<file path="src/frcr_pkg.sv">
// shared constants for the fast recovery and command register block
package frcr_pkg;
	// register addresses on the 7-bit serial address field
	localparam logic [6:0]  ADDR_DYN_MODE   = 7'h05;
	localparam logic [6:0]  ADDR_SOFT_RST   = 7'h08;
	localparam logic [6:0]  ADDR_RESTART    = 7'h09;
	localparam logic [6:0]  ADDR_REC_RST    = 7'h0A;
	localparam logic [6:0]  ADDR_IDENT      = 7'h0F;
	// field positions inside the 24-bit data word
	localparam int          MODE_MSB        = 23;
	localparam int          MODE_LSB        = 22;
	localparam int          THR_MSB         = 21;
	localparam int          THR_LSB         = 16;
	// recovery mode encodings
	localparam logic [1:0]  MODE_NORMAL     = 2'h0;
	localparam logic [1:0]  MODE_MANUAL     = 2'h1;
	localparam logic [1:0]  MODE_AUTO       = 2'h2;
	// reset values
	localparam logic [1:0]  MODE_RST        = 2'h0;
	localparam logic [5:0]  THR_RST         = 6'h3F;
	// threshold scale: limit is threshold shifted left by this many bits
	localparam int          THR_SHIFT       = 11;
	// identification word layout
	localparam logic [3:0]  ID_PATTERN      = 4'h5;
	// serial frame layout
	localparam logic [5:0]  FRAME_BITS      = 6'h20;
	localparam logic [5:0]  HDR_BITS        = 6'h08;
	// timing
	localparam int          CLK_HZ          = 40_000_000;
	localparam int          SAT_TIME_MS     = 125;
	localparam int          HOLD_TIME_MS    = 500;
	localparam int          SAT_CYC         = SAT_TIME_MS * (CLK_HZ / 1000);
	localparam int          HOLD_CYC        = HOLD_TIME_MS * (CLK_HZ / 1000);
	localparam int          CNT_W           = 25;
endpackage : frcr_pkg

</file>
<file path="src/frcr_spi_if.sv">
// carrier between the serial shifter and the register logic
`timescale 1ns/1ps
interface frcr_spi_if;
	logic [6:0]  cmd_addr;   // address of the finished frame
	logic        cmd_rnw;    // 1 = read frame
	logic [23:0] cmd_wdata;  // payload of the finished frame
	logic        cmd_done;   // one-cycle pulse after the 32nd rising edge
	logic [6:0]  hdr_addr;   // address once the header is in
	logic [23:0] rdata;      // read word for hdr_addr
	logic        sdo;        // serial data out
	logic        sdo_oe;     // serial data out enable
	modport shifter (output cmd_addr, cmd_rnw, cmd_wdata, cmd_done, hdr_addr, sdo, sdo_oe,
		input rdata);
	modport regs (input cmd_addr, cmd_rnw, cmd_wdata, cmd_done, hdr_addr, sdo, sdo_oe,
		output rdata);
endinterface : frcr_spi_if

</file>
<file path="src/frcr_top.sv">
// dynamic mode, command and identification registers with fast recovery control
`timescale 1ns/1ps
// What this block does
// - mode field top bits; 00 disables recovery
// - mode 01 holds recovery on continuously
// - mode 10 engages recovery while outputs saturate
// - six-bit threshold, default 3F, limit 2048x
// - saturated over 125ms engages 500ms recovery
// - commands run only with zero payload
// - restart begins at master tick after frame
// - restart returns filters to midscale
// - restart leaves configuration untouched
// - record reset clears interval record memories
// - record reset leaves data path undisturbed
// - read-only identification with alternating pattern
// - identification second nibble holds revision
// - third nibble part, low nibbles serial
// - identification read as first frame after reset returns invalid
// - soft reset restores defaults at frame end
// - mode writes act without restart
module frcr_top #(
	parameter int unsigned SAT_CYCLES  = frcr_pkg::SAT_CYC,  // saturation dwell in clocks
	parameter int unsigned HOLD_CYCLES = frcr_pkg::HOLD_CYC, // recovery hold in clocks
	parameter logic [3:0]  REV_CODE    = 4'h1,    // arbitrary revision value
	parameter logic [3:0]  PART_CODE   = 4'h2,    // arbitrary part value
	parameter logic [11:0] SERIAL_CODE = 12'h000  // arbitrary serial value
) (
	input  logic        sys_clk_i,        // 40 MHz system clock
	input  logic        sys_rst_i,        // asynchronous reset, active high
	input  logic        csb_n_i,          // serial chip select, active low
	input  logic        sclk_i,           // serial clock pin
	input  logic        sdi_i,            // serial data in pin
	input  logic        master_tick_i,    // one-cycle pulse per master timebase edge
	input  logic [17:0] sample_i,         // channel output, two's complement
	output logic        sdo_o,            // serial data out
	output logic        sdo_oe_o,         // serial data out enable
	output logic        fast_recovery_o,  // high-pass bypass engaged
	output logic        restart_o,        // pulse: restart detection, filters to midscale
	output logic        record_clear_o,   // pulse: clear interval record memories
	output logic        soft_reset_o      // pulse: whole-device return to defaults
);
	import frcr_pkg::*;

	// refuse counts that do not fit the counters
	if (SAT_CYCLES < 1 || SAT_CYCLES >= (1 << CNT_W) ||
		HOLD_CYCLES < 1 || HOLD_CYCLES >= (1 << CNT_W)) begin : g_bad_cnt
		$error("frcr_top: cycle counts out of range");
	end

	typedef enum logic {
		AUTO_WATCH,
		AUTO_HOLD
	} frcr_auto_t;

	typedef struct packed {
		logic [1:0]       mode;      // recovery mode field
		logic [5:0]       thr;       // recovery threshold field
		frcr_auto_t       auto_st;   // automatic recovery state
		logic [CNT_W-1:0] sat_cnt;   // cycles spent saturated
		logic [CNT_W-1:0] hold_cnt;  // cycles spent holding
		logic             fast;      // recovery output flop
		logic             first_cmd; // no command finished since reset
		logic             rst_pend;  // restart waiting for master tick
		logic             restart;   // restart pulse flop
		logic             rec_clr;   // record clear pulse flop
		logic             swrst;     // soft reset pulse flop
	} frcr_top_st_t;

	localparam frcr_top_st_t ST_RST = '{
		mode:      MODE_RST,
		thr:       THR_RST,
		auto_st:   AUTO_WATCH,
		sat_cnt:   '0,
		hold_cnt:  '0,
		fast:      1'b0,
		first_cmd: 1'b1,
		rst_pend:  1'b0,
		restart:   1'b0,
		rec_clr:   1'b0,
		swrst:     1'b0
	};

	localparam logic [CNT_W-1:0] SAT_LAST  = CNT_W'(SAT_CYCLES);
	localparam logic [CNT_W-1:0] HOLD_LAST = CNT_W'(HOLD_CYCLES - 1);

	frcr_top_st_t s;       // current state
	frcr_top_st_t next_s;  // next state
	frcr_spi_if   bus ();  // link to the shifter
	logic [17:0]  limit;   // saturation magnitude
	logic         sat;     // sample beyond either limit
	logic         wr_ok;   // write frame finished
	logic         cmd_ok;  // write frame with zero payload

	frcr_spi_shift u_shift (
		.sys_clk_i (sys_clk_i),
		.sys_rst_i (sys_rst_i),
		.csb_n_i   (csb_n_i),
		.sclk_i    (sclk_i),
		.sdi_i     (sdi_i),
		.bus       (bus)
	);

	// read word for the header address; identification masked on a first command
	always_comb begin
		if (bus.hdr_addr == ADDR_DYN_MODE) begin
			bus.rdata = {s.mode, s.thr, 16'h0000};
		end else if (bus.hdr_addr == ADDR_IDENT && !s.first_cmd) begin
			bus.rdata = {ID_PATTERN, REV_CODE, PART_CODE, SERIAL_CODE};
		end else begin
			bus.rdata = 24'h000000;
		end
	end

	// symmetric limits at 2048 times the threshold
	assign limit  = {1'b0, s.thr, 11'h000};
	assign sat    = $signed(sample_i) > $signed(limit) || $signed(sample_i) < -$signed(limit);
	assign wr_ok  = bus.cmd_done && !bus.cmd_rnw;
	assign cmd_ok = wr_ok && bus.cmd_wdata == 24'h000000;

	// register writes, commands and automatic recovery
	always_comb begin
		next_s         = s;
		next_s.restart = 1'b0;
		next_s.rec_clr = 1'b0;
		next_s.swrst   = 1'b0;
		if (bus.cmd_done) begin
			next_s.first_cmd = 1'b0;
		end
		// dynamic mode register takes effect at once
		if (wr_ok && bus.cmd_addr == ADDR_DYN_MODE) begin
			next_s.mode = bus.cmd_wdata[MODE_MSB:MODE_LSB];
			next_s.thr  = bus.cmd_wdata[THR_MSB:THR_LSB];
		end
		// restart waits for the next master edge; configuration stays
		if (s.rst_pend && master_tick_i) begin
			next_s.rst_pend = 1'b0;
			next_s.restart  = 1'b1;
		end
		// a new request in the same cycle as a tick stays pending: set wins
		if (cmd_ok && bus.cmd_addr == ADDR_RESTART) begin
			next_s.rst_pend = 1'b1;
		end
		// record clear only pulses the record memories
		if (cmd_ok && bus.cmd_addr == ADDR_REC_RST) begin
			next_s.rec_clr = 1'b1;
		end
		// automatic recovery sequencing
		if (s.mode != MODE_AUTO) begin
			next_s.auto_st  = AUTO_WATCH;
			next_s.sat_cnt  = '0;
			next_s.hold_cnt = '0;
		end else begin
			case (s.auto_st)
				AUTO_WATCH: begin
					if (!sat) begin
						next_s.sat_cnt = '0;
					end else if (s.sat_cnt == SAT_LAST) begin
						next_s.auto_st = AUTO_HOLD;
						next_s.sat_cnt = '0;
					end else begin
						next_s.sat_cnt = s.sat_cnt + 1'b1;
					end
				end
				AUTO_HOLD: begin
					if (s.hold_cnt == HOLD_LAST) begin
						next_s.auto_st  = AUTO_WATCH;
						next_s.hold_cnt = '0;
					end else begin
						next_s.hold_cnt = s.hold_cnt + 1'b1;
					end
				end
				default: begin
					next_s.auto_st = AUTO_WATCH;
				end
			endcase
		end
		// output from the mode; reserved code acts as normal
		case (next_s.mode)
			MODE_MANUAL: next_s.fast = 1'b1;
			MODE_AUTO:   next_s.fast = next_s.auto_st == AUTO_HOLD;
			default:     next_s.fast = 1'b0;
		endcase
		// soft reset overrides everything at frame end
		if (cmd_ok && bus.cmd_addr == ADDR_SOFT_RST) begin
			next_s       = ST_RST;
			next_s.swrst = 1'b1;
		end
	end

	// state register
	always_ff @(posedge sys_clk_i or posedge sys_rst_i) begin
		if (sys_rst_i) begin
			s <= ST_RST;
		end else begin
			s <= next_s;
		end
	end

	assign sdo_o           = bus.sdo;
	assign sdo_oe_o        = bus.sdo_oe;
	assign fast_recovery_o = s.fast;
	assign restart_o       = s.restart;
	assign record_clear_o  = s.rec_clr;
	assign soft_reset_o    = s.swrst;

	// normal or reserved mode never engages recovery
	property p_mode_off;
		@(posedge sys_clk_i) disable iff (sys_rst_i)
		(s.mode == MODE_NORMAL || s.mode == 2'h3) |-> !s.fast;
	endproperty
	a_mode_off: assert property (p_mode_off) else $error("recovery on in normal mode");

	// manual mode keeps recovery on
	property p_manual_on;
		@(posedge sys_clk_i) disable iff (sys_rst_i)
		s.mode == MODE_MANUAL |-> s.fast;
	endproperty
	a_manual_on: assert property (p_manual_on) else $error("manual recovery not on");

	// automatic mode output tracks the hold state
	property p_auto_follow;
		@(posedge sys_clk_i) disable iff (sys_rst_i)
		s.mode == MODE_AUTO |-> s.fast == (s.auto_st == AUTO_HOLD);
	endproperty
	a_auto_follow: assert property (p_auto_follow) else $error("auto recovery mismatch");

	// hold starts only after the full dwell while saturated
	property p_engage;
		@(posedge sys_clk_i) disable iff (sys_rst_i)
		$rose(s.auto_st == AUTO_HOLD) && !$past(bus.cmd_done)
			|-> $past(s.sat_cnt) == SAT_LAST && $past(sat);
	endproperty
	a_engage: assert property (p_engage) else $error("recovery engaged early");

	// hold ends only after its full length
	property p_hold_len;
		@(posedge sys_clk_i) disable iff (sys_rst_i)
		$fell(s.auto_st == AUTO_HOLD) && $past(s.mode) == MODE_AUTO && s.mode == MODE_AUTO
			|-> $past(s.hold_cnt) == HOLD_LAST;
	endproperty
	a_hold_len: assert property (p_hold_len) else $error("recovery hold cut short");

	// a nonzero payload never fires a command
	property p_nonzero_ignored;
		@(posedge sys_clk_i) disable iff (sys_rst_i)
		wr_ok && bus.cmd_wdata != 24'h000000 |=> !s.swrst && !s.rec_clr && !$rose(s.rst_pend);
	endproperty
	a_nonzero_ignored: assert property (p_nonzero_ignored) else $error("bad command ran");

	// restart fires only on a master tick with a pending request
	property p_restart_tick;
		@(posedge sys_clk_i) disable iff (sys_rst_i)
		s.restart |-> $past(master_tick_i) && $past(s.rst_pend);
	endproperty
	a_restart_tick: assert property (p_restart_tick) else $error("restart off tick");

	// restart leaves the configuration unchanged
	property p_restart_keeps;
		@(posedge sys_clk_i) disable iff (sys_rst_i)
		s.restart && !$past(bus.cmd_done) |-> $stable(s.mode) && $stable(s.thr);
	endproperty
	a_restart_keeps: assert property (p_restart_keeps) else $error("restart changed config");

	// soft reset restores the defaults
	property p_soft_reset;
		@(posedge sys_clk_i) disable iff (sys_rst_i)
		cmd_ok && bus.cmd_addr == ADDR_SOFT_RST
			|=> s.mode == MODE_RST && s.thr == THR_RST && s.first_cmd ##1 !s.swrst;
	endproperty
	a_soft_reset: assert property (p_soft_reset) else $error("soft reset incomplete");

	// identification is masked until a command has finished
	property p_first_read;
		@(posedge sys_clk_i) disable iff (sys_rst_i)
		s.first_cmd && bus.hdr_addr == ADDR_IDENT |-> bus.rdata == 24'h000000;
	endproperty
	a_first_read: assert property (p_first_read) else $error("first id read valid");

	// record clear fires only from a zero-payload record reset write
	property p_rec_clr_cmd;
		@(posedge sys_clk_i) disable iff (sys_rst_i)
		s.rec_clr |-> $past(cmd_ok) && $past(bus.cmd_addr) == ADDR_REC_RST;
	endproperty
	a_rec_clr_cmd: assert property (p_rec_clr_cmd) else $error("stray record clear");

	// record clear leaves the configuration alone
	property p_rec_clr_keeps;
		@(posedge sys_clk_i) disable iff (sys_rst_i)
		s.rec_clr |-> $stable(s.mode) && $stable(s.thr);
	endproperty
	a_rec_clr_keeps: assert property (p_rec_clr_keeps) else $error("record clear disturbed");

	// soft reset pulse comes only from a zero-payload soft reset write
	property p_swrst_cmd;
		@(posedge sys_clk_i) disable iff (sys_rst_i)
		s.swrst |-> $past(cmd_ok) && $past(bus.cmd_addr) == ADDR_SOFT_RST;
	endproperty
	a_swrst_cmd: assert property (p_swrst_cmd) else $error("stray soft reset");

	// an accepted restart request is always left pending
	property p_pend_set;
		@(posedge sys_clk_i) disable iff (sys_rst_i)
		cmd_ok && bus.cmd_addr == ADDR_RESTART |=> s.rst_pend;
	endproperty
	a_pend_set: assert property (p_pend_set) else $error("restart request lost");

	// the dwell count starts over whenever the output is back inside
	property p_sat_clear;
		@(posedge sys_clk_i) disable iff (sys_rst_i)
		s.mode == MODE_AUTO && s.auto_st == AUTO_WATCH && !sat |=> s.sat_cnt == '0;
	endproperty
	a_sat_clear: assert property (p_sat_clear) else $error("dwell not restarted");
endmodule : frcr_top

</file>
<file path="src/frcr_spi_shift.sv">
// 32-clock serial frame shifter with pin synchronisers
`timescale 1ns/1ps
module frcr_spi_shift (
	input  logic       sys_clk_i,
	input  logic       sys_rst_i,
	input  logic       csb_n_i,
	input  logic       sclk_i,
	input  logic       sdi_i,
	frcr_spi_if.shifter bus
);
	import frcr_pkg::*;

	typedef struct packed {
		logic [1:0]  csb_n;   // two-stage synchroniser
		logic [1:0]  sclk;    // two-stage synchroniser
		logic        sclk_d;  // previous synchronised clock
		logic [1:0]  sdi;     // two-stage synchroniser
		logic [5:0]  cnt;     // rising edges seen in this frame
		logic [31:0] sh;      // incoming shift register
		logic [31:0] cap;     // captured finished frame
		logic        done;    // frame finished pulse
		logic [23:0] rd;      // outgoing shift register
		logic        sdo;     // output data flop
		logic        oe;      // output enable flop
	} frcr_shift_st_t;

	frcr_shift_st_t s;      // current state
	frcr_shift_st_t next_s; // next state

	// frame decode and shifting
	always_comb begin
		next_s          = s;
		next_s.done     = 1'b0;
		next_s.csb_n[0] = csb_n_i;
		next_s.csb_n[1] = s.csb_n[0];
		next_s.sclk[0]  = sclk_i;
		next_s.sclk[1]  = s.sclk[0];
		next_s.sclk_d   = s.sclk[1];
		next_s.sdi[0]   = sdi_i;
		next_s.sdi[1]   = s.sdi[0];
		if (s.csb_n[1]) begin
			// deselected: restart frame, release the line
			next_s.cnt = 6'h00;
			next_s.oe  = 1'b0;
			next_s.sdo = 1'b0;
		end else begin
			next_s.oe = 1'b1;
			// rising edge: sample data in
			if (s.sclk[1] && !s.sclk_d && s.cnt < FRAME_BITS) begin
				next_s.sh  = {s.sh[30:0], s.sdi[1]};
				next_s.cnt = s.cnt + 6'h01;
				if (s.cnt == FRAME_BITS - 6'h01) begin
					next_s.done = 1'b1;
					next_s.cap  = {s.sh[30:0], s.sdi[1]};
				end
			end
			// falling edge: shift data out after the header
			if (!s.sclk[1] && s.sclk_d && s.cnt >= HDR_BITS && s.cnt < FRAME_BITS) begin
				if (s.cnt == HDR_BITS) begin
					next_s.sdo = bus.rdata[23];
					next_s.rd  = {bus.rdata[22:0], 1'b0};
				end else begin
					next_s.sdo = s.rd[23];
					next_s.rd  = {s.rd[22:0], 1'b0};
				end
			end
		end
	end

	// state register
	always_ff @(posedge sys_clk_i or posedge sys_rst_i) begin
		if (sys_rst_i) begin
			s       <= '0;
			s.csb_n <= 2'h3;
		end else begin
			s <= next_s;
		end
	end

	assign bus.cmd_addr  = s.cap[31:25];
	assign bus.cmd_rnw   = s.cap[24];
	assign bus.cmd_wdata = s.cap[23:0];
	assign bus.cmd_done  = s.done;
	assign bus.hdr_addr  = s.sh[7:1];
	assign bus.sdo       = s.sdo;
	assign bus.sdo_oe    = s.oe;

	// a frame ends only after exactly 32 rising edges
	property p_done_at_32;
		@(posedge sys_clk_i) disable iff (sys_rst_i)
		s.done |-> $past(s.cnt) == FRAME_BITS - 6'h01 && s.cnt == FRAME_BITS;
	endproperty
	a_done_at_32: assert property (p_done_at_32) else $error("frame end not at 32nd edge");
endmodule : frcr_spi_shift

</file>
<file path="config.mk">
export PLATFORM = sky130hd
export DESIGN_NAME = frcr_top
export DESIGN_NICKNAME = d
export VERILOG_FILES = /design/src/frcr_pkg.sv /design/src/frcr_spi_if.sv /design/src/frcr_top.sv /design/src/frcr_spi_shift.sv
export SDC_FILE = /design/constraint.sdc
export NUM_CORES = 1
export LEC_CHECK = 0
export BUFFER_PORTS_ARGS = -buffer_cell sky130_fd_sc_hd__buf_2
export CORE_UTILIZATION = 66
export DETAILED_ROUTE_END_ITERATION = 8
export PLACE_DENSITY = 0.84
export SYNTH_ARGS = -nofsm -noshare
export SYNTH_HDL_FRONTEND = slang
export SYNTH_SLANG_ARGS = --single-unit
</file>
<file path="constraint.sdc">
create_clock -name sys_clk_i -period 10.05 [get_ports sys_clk_i]
set_input_delay 1.005 -clock sys_clk_i [delete_from_list [all_inputs] [get_ports sys_clk_i]]
set_output_delay 1.005 -clock sys_clk_i [all_outputs]
set_load 0.05 [all_outputs]
</file>
==> results of run 1 <==
[flip-flops by register name, indices dropped and copies added (netlist names)]
register	count
s	55
u_shift.s	43
u_shift.bus.cmd_wdata	24
u_shift.bus.cmd_addr	7
u_shift.bus.hdr_addr	7
limit	6
u_shift.next_s	4
fast_recovery_o	1
record_clear_o	1
restart_o	1
soft_reset_o	1
u_shift.bus.cmd_done	1
u_shift.bus.cmd_rnw	1
u_shift.bus.sdo	1
u_shift.bus.sdo_oe	1
[logic make-up (layout without fill, tap and decap cells)]
kind of cell / count (synthesis) / in the layout / synth area share
AND/OR/NAND/NOR: 243 / 243 / 0.171
adder cells (fa/ha/maj): 21 / 21 / 0.0354
buffers and inverters: 55 / 96 / 0.0332
XOR/XNOR: 16 / 16 / 0.0189
flip-flops: 154 / 154 / 0.521
AO/OA/AOI/OAI: 127 / 127 / 0.109
multiplexers: 75 / 75 / 0.112
[cell type report]
| cell class | count | area share |
|---|---|---|
| sequential | 154 | 0.470 |
| tap | 140 | 0.0213 |
| inverter | 28 | 0.0140 |
| multi-input combinational | 482 | 0.402 |
| timing repair buffer | 36 | 0.0240 |
| clock inverter | 13 | 0.0172 |
| clock buffer | 19 | 0.0513 |
[synth_stat cells (all sizes together) (3+ instances only)]
cell      n  share of area
nand2b    4         0.0034
a31oi     9         0.0084
and3      9         0.0076
mux2i    11          0.015
o21ai    44          0.030
and2      4         0.0034
o31ai    11          0.011
mux2     64          0.097
a21o      6         0.0061
or4       3         0.0030
clkbuf   14         0.0071
o41ai     4         0.0047
buf      13          0.011
nand4    14          0.012
a22o      6         0.0071
a21oi    27          0.019
nor3     17          0.014
xor2      7         0.0083
and4      3         0.0035
or4b      3         0.0040
nand3    37          0.025
ha       21          0.035
dfrtp   145           0.49
nand3b    3         0.0030
dfstp     9          0.032
inv      27          0.014
xnor2     9          0.011
nor4b     5         0.0067
nand2    66          0.034
o211ai    6         0.0061
nor4     12          0.011
nor2b     5         0.0042
nor2     48          0.025
[final timing paths]
path,from,end,slack (ns),cells after the start
worst max register to register,limit[11],s[49],6.05,11
worst min register to register,u_shift.next_s[98],u_shift.s[98],0.35,0
max in group asynchronous,sys_rst_i,u_shift.bus.cmd_wdata[21],8.04,3
worst min-delay path,u_shift.next_s[98],u_shift.s[98],0.35,0
worst max-delay path,limit[11],s[49],6.05,11
min in group asynchronous,sys_rst_i,s[24],0.57,2
[power by group]
part / switching (mW) / internal [mW] / leakage [nW] / total, mW
Sequential: 0.0181 / 0.638 / 2.09 / 0.656
Combinational: 0.0304 / 0.0231 / 1.32 / 0.0534
Clock: 0.256 / 0.356 / 0.270 / 0.611
[through the flow]
stage / power (mW) / area, um2
after floorplan: 0.699 / 7420
after global placement: 0.714 / 7660
after detailed placement: 0.721 / 7660
after CTS: 1.33 / 8230
after global routing: 1.36 / 8230
final: 1.32 / 8230
[metal layers]
metal / vias to the layer above / wire length (um) / part of all wire
li1: 2560 / - / -
met1: 2704 / 6570 / 0.41
met2: 152 / 8260 / 0.52
met3: 43 / 606 / 0.038
met4: 0 / 483 / 0.030
met5: - / 0 / 0
==> run summary, run 1 <==
The run finished with clean final reports. The layout has 699 filler cells. The sequential share of the synthesized area is 0.521, and the count of antenna-violating nets left after detailed routing is 0. Number of antenna violations at the first check in global routing: 0. The peak per-stage delay on the critical path was 0.84 ns. For the global routing usage summed across all routing layers, the log shows 0.306. In the final routed layout, each cell accounts on average for 18.3 um. The number of design rule violations left after detail routing was 0. Counting tap cells, the placed design contains a total of 840 instances. The signed area change from the synthesized netlist to the final layout is 10.9%. The Yosys step of the flow raised 0 warnings.

Across all setup checks in the final design, the least slack found is 6.05 ns. The count of port buffers added during placement works out to 29. The worst relative slew slack is 0.282, and the final hold slack is 0.351 ns.

Leaving out fill and tap cells, the most frequent cell in the layout is sky130_fd_sc_hd__dfrtp_1. The cell at the root of the clock tree was sky130_fd_sc_hd__clkbuf_8. The path class of the tightest hold or removal check is reg2reg. Synthesis inferred 154 register bits.

The most numerous cell type found on the critical path is sky130_fd_sc_hd__ha_1. In this run, distinct cell masters in the synthesized netlist total 67. The global-route congestion overflow total is 0. After technology mapping, the gate count stands at 691.

The first routing iteration left 484 violations. The tools report the count of endpoints failing hold in the final timing report as 0. The run gives 0.833 as the placer's final routability congestion estimate.

Power density normalized to cell area: 161 nW/um2. The floorplan step defined a core boundary enclosing 10900 um2. The tools report the number of top-level pins as 30. The most utilized layer in the global route result is met2. The global-route track usage on met3 was 0.0657; the mean number of vias per cell was 6.26. For the final routed wirelength across all metal layers, the log shows 15.9 mm.

The die covers 11700 um2. The setup path with the least slack is of type reg2reg. The multi-input gate area in the final layout was 3310 um2; the number of global-route vias before repair was 5734. The count of buffer and inverter cells on the critical path works out to 1. The repair_antennas step left the layout with diodes totalling 0.

STA classifies the critical path endpoint as a register. Entering global routing, the biggest net connects 84 pins. The die is 108 um tall.

STA puts the critical path data arrival time at 4.41 ns. For the post-cts gate resize count, the log shows 0. The main flop type after synthesis is sky130_fd_sc_hd__dfrtp_1.

The clock input transition at the sequential cells of the worst setup and hold paths works out to 0.06 ns. The fraction of layout cells with a size suffix above 1 works out to 0.214. The slowest stage of the critical path belongs to the cell sky130_fd_sc_hd__a21oi_2.

The number of buffers on the longest clock path is 2, and the total via count after detailed routing is 5459. The clock period could shrink to 4.00 ns. Fraction of registers with async set or reset after synthesis: 1.00.

The finished layout holds 872 standard cells, fillers aside. Measured along the x axis, the die boundary spans 108 um. The area used by sequential logic in the layout came out at 3860 um2. The final total negative setup slack is 0 ns, and the post-route clock period utilization is 0.398. Buffers added to address setup during post-CTS repair amount to 0. For the number of search-and-repair iterations in the first detailed-routing pass, the log shows 5.

For this design, the sink count on the clock tree is 154. The latest clock arrival within the worst-skew pair came out at 0.54 ns. TritonCTS built the clock tree.

The tools report the total number of placement rows as 38. Walking the worst path, the cells encountered are inv_1 > ha_1 > nand3_1 > xnor2_1 > ha_1 > a21o_1 > a2111oi_0 > mux2i_1 > a21oi_2 > nand2b_1 > o41ai_1. For this run, the post-layout net count is 764. The H-tree was split into 4 levels.

Broken down by cell family, the worst path's largest delay share belongs to compound AO/OA/AOI/OAI gates. For the pin with the worst max-slew slack, the measured transition is 1.07 ns. The met1 track demand over resource in global routing came out at 0.363.

IR analysis of the VDD net gives a maximum drop of 0.000177 V. The required time of the worst setup path is 10.47 ns, and the worst slack at placement is 6.09 ns. Static timing analysis puts the maximum clock frequency at 0.250 GHz. The sort of element at the start of the critical path was a register. In this run the static leakage power is 3.68 nW. For the met2 capacity usage during global routing, the log shows 0.525. The top cell types in the final layout, fill and taps aside, are 145 x sky130_fd_sc_hd__dfrtp_1, 65 x sky130_fd_sc_hd__nand2_1, 64 x sky130_fd_sc_hd__mux2_2. For this design, the CTS-stage hold fixing added 0 buffers. The clock skew after layout is 0.00733 ns, and the detailed placer's ending HPWL is 10.3 mm. Final max-slew violation count: 0. The logs give 17 for the number of buffers inserted during clock tree synthesis and 0 for the number of setup violations in the final report. The mapped netlist covers 7420 um2. The average instance in the mapped netlist occupies 10.7 um2.

Number of nets in the synthesized netlist: 736. The number of flops mapped to enable cells by yosys is 0, and the starting utilization of the core area is 0.681. The tool flagged a number of max-cap violations equal to 0. The tools report the final core utilization as 0.756. The wire length of the first global-routing pass came out at 27.1 mm.

The largest fanout of any net on the critical path was 21. Setup repair after global routing left no endpoint under its margin.
(Power assumes the default switching activity.)
==> inputs of run 2 (changes only) <==
--- a/config.mk
+++ b/config.mk
@@ -6,9 +6,9 @@
 export NUM_CORES = 1
 export LEC_CHECK = 0
 export BUFFER_PORTS_ARGS = -buffer_cell sky130_fd_sc_hd__buf_2
-export CORE_UTILIZATION = 66
+export CORE_UTILIZATION = 62
 export DETAILED_ROUTE_END_ITERATION = 8
-export PLACE_DENSITY = 0.84
+export PLACE_DENSITY = 0.8
 export SYNTH_ARGS = -nofsm -noshare
 export SYNTH_HDL_FRONTEND = slang
 export SYNTH_SLANG_ARGS = --single-unit
==> constraint.sdc (replaced) <==
create_clock -name sys_clk_i -period 4 [get_ports sys_clk_i]
set_input_delay 0.4 -clock sys_clk_i [delete_from_list [all_inputs] [get_ports sys_clk_i]]
set_output_delay 0.4 -clock sys_clk_i [all_outputs]
set_load 0.05 [all_outputs]
==> run summary, run 2 (synthesis results as in run 1) <==
The startpoint of the tightest hold check path is csb_n_i (was u_shift.next_s[98]). The slew at the pin closest to its max-slew limit was 1.00 ns (was 1.07 ns); the number of placed instances, taps included was 845 (was 840). The category of the critical setup timing path is reg2reg (unchanged). The count of buffer and inverter cells on the critical path was 2 (was 1). The total number of placement rows is 39 (was 38). The final max-slew violation count was 0 (unchanged). The tools report the multi-input gate area in the final layout as 3310 um2 (unchanged). The final routed wire length divided by cell count was 17.0 um (was 18.3 um); the maximum resistive drop on vdd was 0.000312 V (was 0.000177 V).

For the maximum clock rate, the log shows 0.314 GHz (was 0.250 GHz). The area used by sequential logic in the layout is 3860 um2 (unchanged), and the leakage power total is 3.68 nW (about the same). Startpoint of the lowest-slack register-to-register path: limit[11] (unchanged).

The tools report the cell at the root of the clock tree as sky130_fd_sc_hd__clkbuf_16 (was sky130_fd_sc_hd__clkbuf_8). The signed area change from the synthesized netlist to the final layout is 10.9% (about the same). The latest clock arrival within the worst-skew pair came out at 0.43 ns (was 0.54 ns). Leading cell types in the layout, fill and taps excluded: 145 x sky130_fd_sc_hd__dfrtp_1, 65 x sky130_fd_sc_hd__nand2_1, 64 x sky130_fd_sc_hd__mux2_2 (unchanged). The number of global-route vias before repair came out at 5560 (was 5734). Final design instance area without fill: 8230 um2 (about the same).

The logs give 6 (was 5) for the number of search-and-repair iterations in the first detailed-routing pass and 0 (unchanged) for the cts-stage hold buffer count. The number of buffers on the longest clock path is 2 (unchanged). The logs give 5409 (was 5459) for the total via count after detailed routing and 0 (unchanged) for the number of setup violations in the final report. The post-cts gate resize count came out at 0 (unchanged).

The number of antenna violations at the first check in global routing came out at 0 (unchanged). The run gives 0 (unchanged) as the global-route congestion overflow total. The most common cell after layout, fill and taps aside was sky130_fd_sc_hd__dfrtp_1 (unchanged). The library cell contributing the largest single delay on the critical path was sky130_fd_sc_hd__dfstp_2 (was sky130_fd_sc_hd__a21oi_2). The starting utilization of the core area was 0.644 (was 0.681); the largest fanout of any net on the critical path was 21 (unchanged).

The count of endpoints failing hold in the final timing report was 0 (unchanged). Chain of cells forming the critical path: inv_1 > ha_1 > nand3_1 > xnor2_1 > ha_1 > a21o_1 > a2111oi_0 > mux2i_1 > a211oi_2 > buf_4 > o311a_1 > a221o_1 (was inv_1 > ha_1 > nand3_1 > xnor2_1 > ha_1 > a21o_1 > a2111oi_0 > mux2i_1 > a21oi_2 > nand2b_1 > o41ai_1). The cell family with the largest share of critical-path delay is compound AO/OA/AOI/OAI gates (unchanged).

The number of buffers inserted during clock tree synthesis is 17 (unchanged). The run gives 9.86 mm (was 10.3 mm) as the detailed placer's ending HPWL. Largest register by flop count: s (unchanged). The peak per-stage delay on the critical path works out to 0.55 ns (was 0.84 ns).

Mean number of vias per cell: 6.18 (was 6.26). The initial detailed-routing violation count is 357 (was 484), and the number of design rule violations left after detail routing is 0 (unchanged). The post-route clock period utilization came out at 0.795 (was 0.398). The cell area after placement came out at 7710 um2 (was 7660 um2). For the number of filler cells placed in the layout, the log shows 807 (was 699). For the core area, the log shows 11500 um2 (was 10900 um2). The final routed wirelength across all metal layers was 14.9 mm (was 15.9 mm); the maximum number of pins on one net before global-route repair was 64 (was 84).

The final core utilization was 0.715 (was 0.756). For the worst-case setup margin in the final layout, the log shows 0.820 ns (was 6.05 ns). The final antenna diode count came out at 0 (unchanged). The launch point of the critical path was limit[11] (unchanged).

The required time of the worst setup path came out at 4.36 ns (was 10.47 ns). Fraction of layout cells with a size suffix above 1: 0.213 (was 0.214). Setup repair after global routing left no endpoint under its margin. The shortest period the worst path allows is 3.18 ns (was 4.00 ns). The number of flip-flops in the largest register works out to 55 (unchanged).

The logs give 4 (unchanged) for the maximum level of the CTS H-tree and 154 (unchanged) for the clock sink count. The tools report the sort of element at the start of the critical path as a register (unchanged). The die outline area is 12400 um2 (was 11700 um2).

The power density normalized to cell area was 390 nW/um2 (was 161 nW/um2). For the post-CTS setup-driven buffer insertion count, the log shows 0 (unchanged). The tools report the clock skew after layout as 0.00829 ns (was 0.00733 ns). The count of port buffers added during placement was 29 (unchanged); the total of max-cap violations was 0 (unchanged). For the wire length of the first global-routing pass, the log shows 25.9 mm (was 27.1 mm).

The final total negative setup slack is 0 ns (unchanged), and the number of standard cells in the final layout excluding fillers is 875 (was 872). The net count of the finished layout is 766 (was 764). Most repeated library cell on the critical path: sky130_fd_sc_hd__ha_1 (unchanged). The classification of the worst-slack hold path is in2reg (was reg2reg). For the critical path arrival, the log shows 3.54 ns (was 4.41 ns). The tools report the kind of end point of the critical path as a register (unchanged).

The worst relative slew slack is 0.329 (was 0.282), and the clock input transition at the sequential cells of the worst setup and hold paths is 0.06 ns (about the same). TritonCTS built the clock tree. The placer's final routability congestion estimate came out at 0.827 (was 0.833).

For the worst slack at placement, the log shows 0.866 ns (was 6.09 ns). The run finished with clean final reports. The die boundary height came out at 111 um (was 108 um).

The width of the die works out to 111 um (was 108 um). The global routing usage summed across all routing layers was 0.264 (was 0.306); the number of top-level pins was 30 (unchanged). Count of antenna-violating nets left after detailed routing: 0 (unchanged).
## run 2: report_power, final
group          leakage (nW)  internal (mW)  switching, mW
logic                  1.33         0.0597         0.0757
clock network         0.259          0.831          0.599
registers              2.09           1.60         0.0414
## run 2: through the flow
| stage | power [mW] | hold slack (ns) |
|---|---|---|
| finish | 3.21 | 0.0744 |
| global route | 3.33 | 0.0517 |
| CTS | 3.24 | 0.0622 |
| detailed placement | 1.81 | 0.337 |
| global placement | 1.80 | 0.338 |
| floorplan | 1.76 | 0.331 |
## run 2: path summary, 6_finish.rpt
check	to	cells after the start	slack, ns
min reg2reg	u_shift.s[98]	0	0.35
max	s[44]	12	0.82
min in group asynchronous	s[31]	2	0.20
max reg2reg	s[44]	12	0.82
min	u_shift.next_s[103]	1	0.07
max in group asynchronous	u_shift.s[79]	3	2.64
## run 2: layout make-up
| cell class | instances | share of cell area |
|---|---|---|
| flip-flops and latches | 154 | 0.470 |
| well taps | 143 | 0.0217 |
| repair buffers | 38 | 0.0289 |
| inverters | 28 | 0.0138 |
| clock inverters | 7 | 0.00547 |
| multi-input cells | 482 | 0.402 |
| clock buffers | 23 | 0.0581 |
## run 2: per-layer routing
layer,track usage,wire length [um],vias up
met3,0.0648,545,26
met4,0.105,280,0
met2,0.449,7680,116
met5,0,0,-
li1,-,-,2578
met1,0.327,6340,2689
## run 2: worst register-to-register path: stages (launching register included)
cell and delay, ns:
sky130_fd_sc_hd__dfstp_2 0.55, sky130_fd_sc_hd__inv_1 0.08, sky130_fd_sc_hd__ha_1 0.22, sky130_fd_sc_hd__nand3_1 0.13, sky130_fd_sc_hd__xnor2_1 0.15, sky130_fd_sc_hd__ha_1 0.29
sky130_fd_sc_hd__a21o_1 0.18, sky130_fd_sc_hd__a2111oi_0 0.41, sky130_fd_sc_hd__mux2i_1 0.25, sky130_fd_sc_hd__a211oi_2 0.24, sky130_fd_sc_hd__buf_4 0.28, sky130_fd_sc_hd__o311a_1 0.23
sky130_fd_sc_hd__a221o_1 0.12
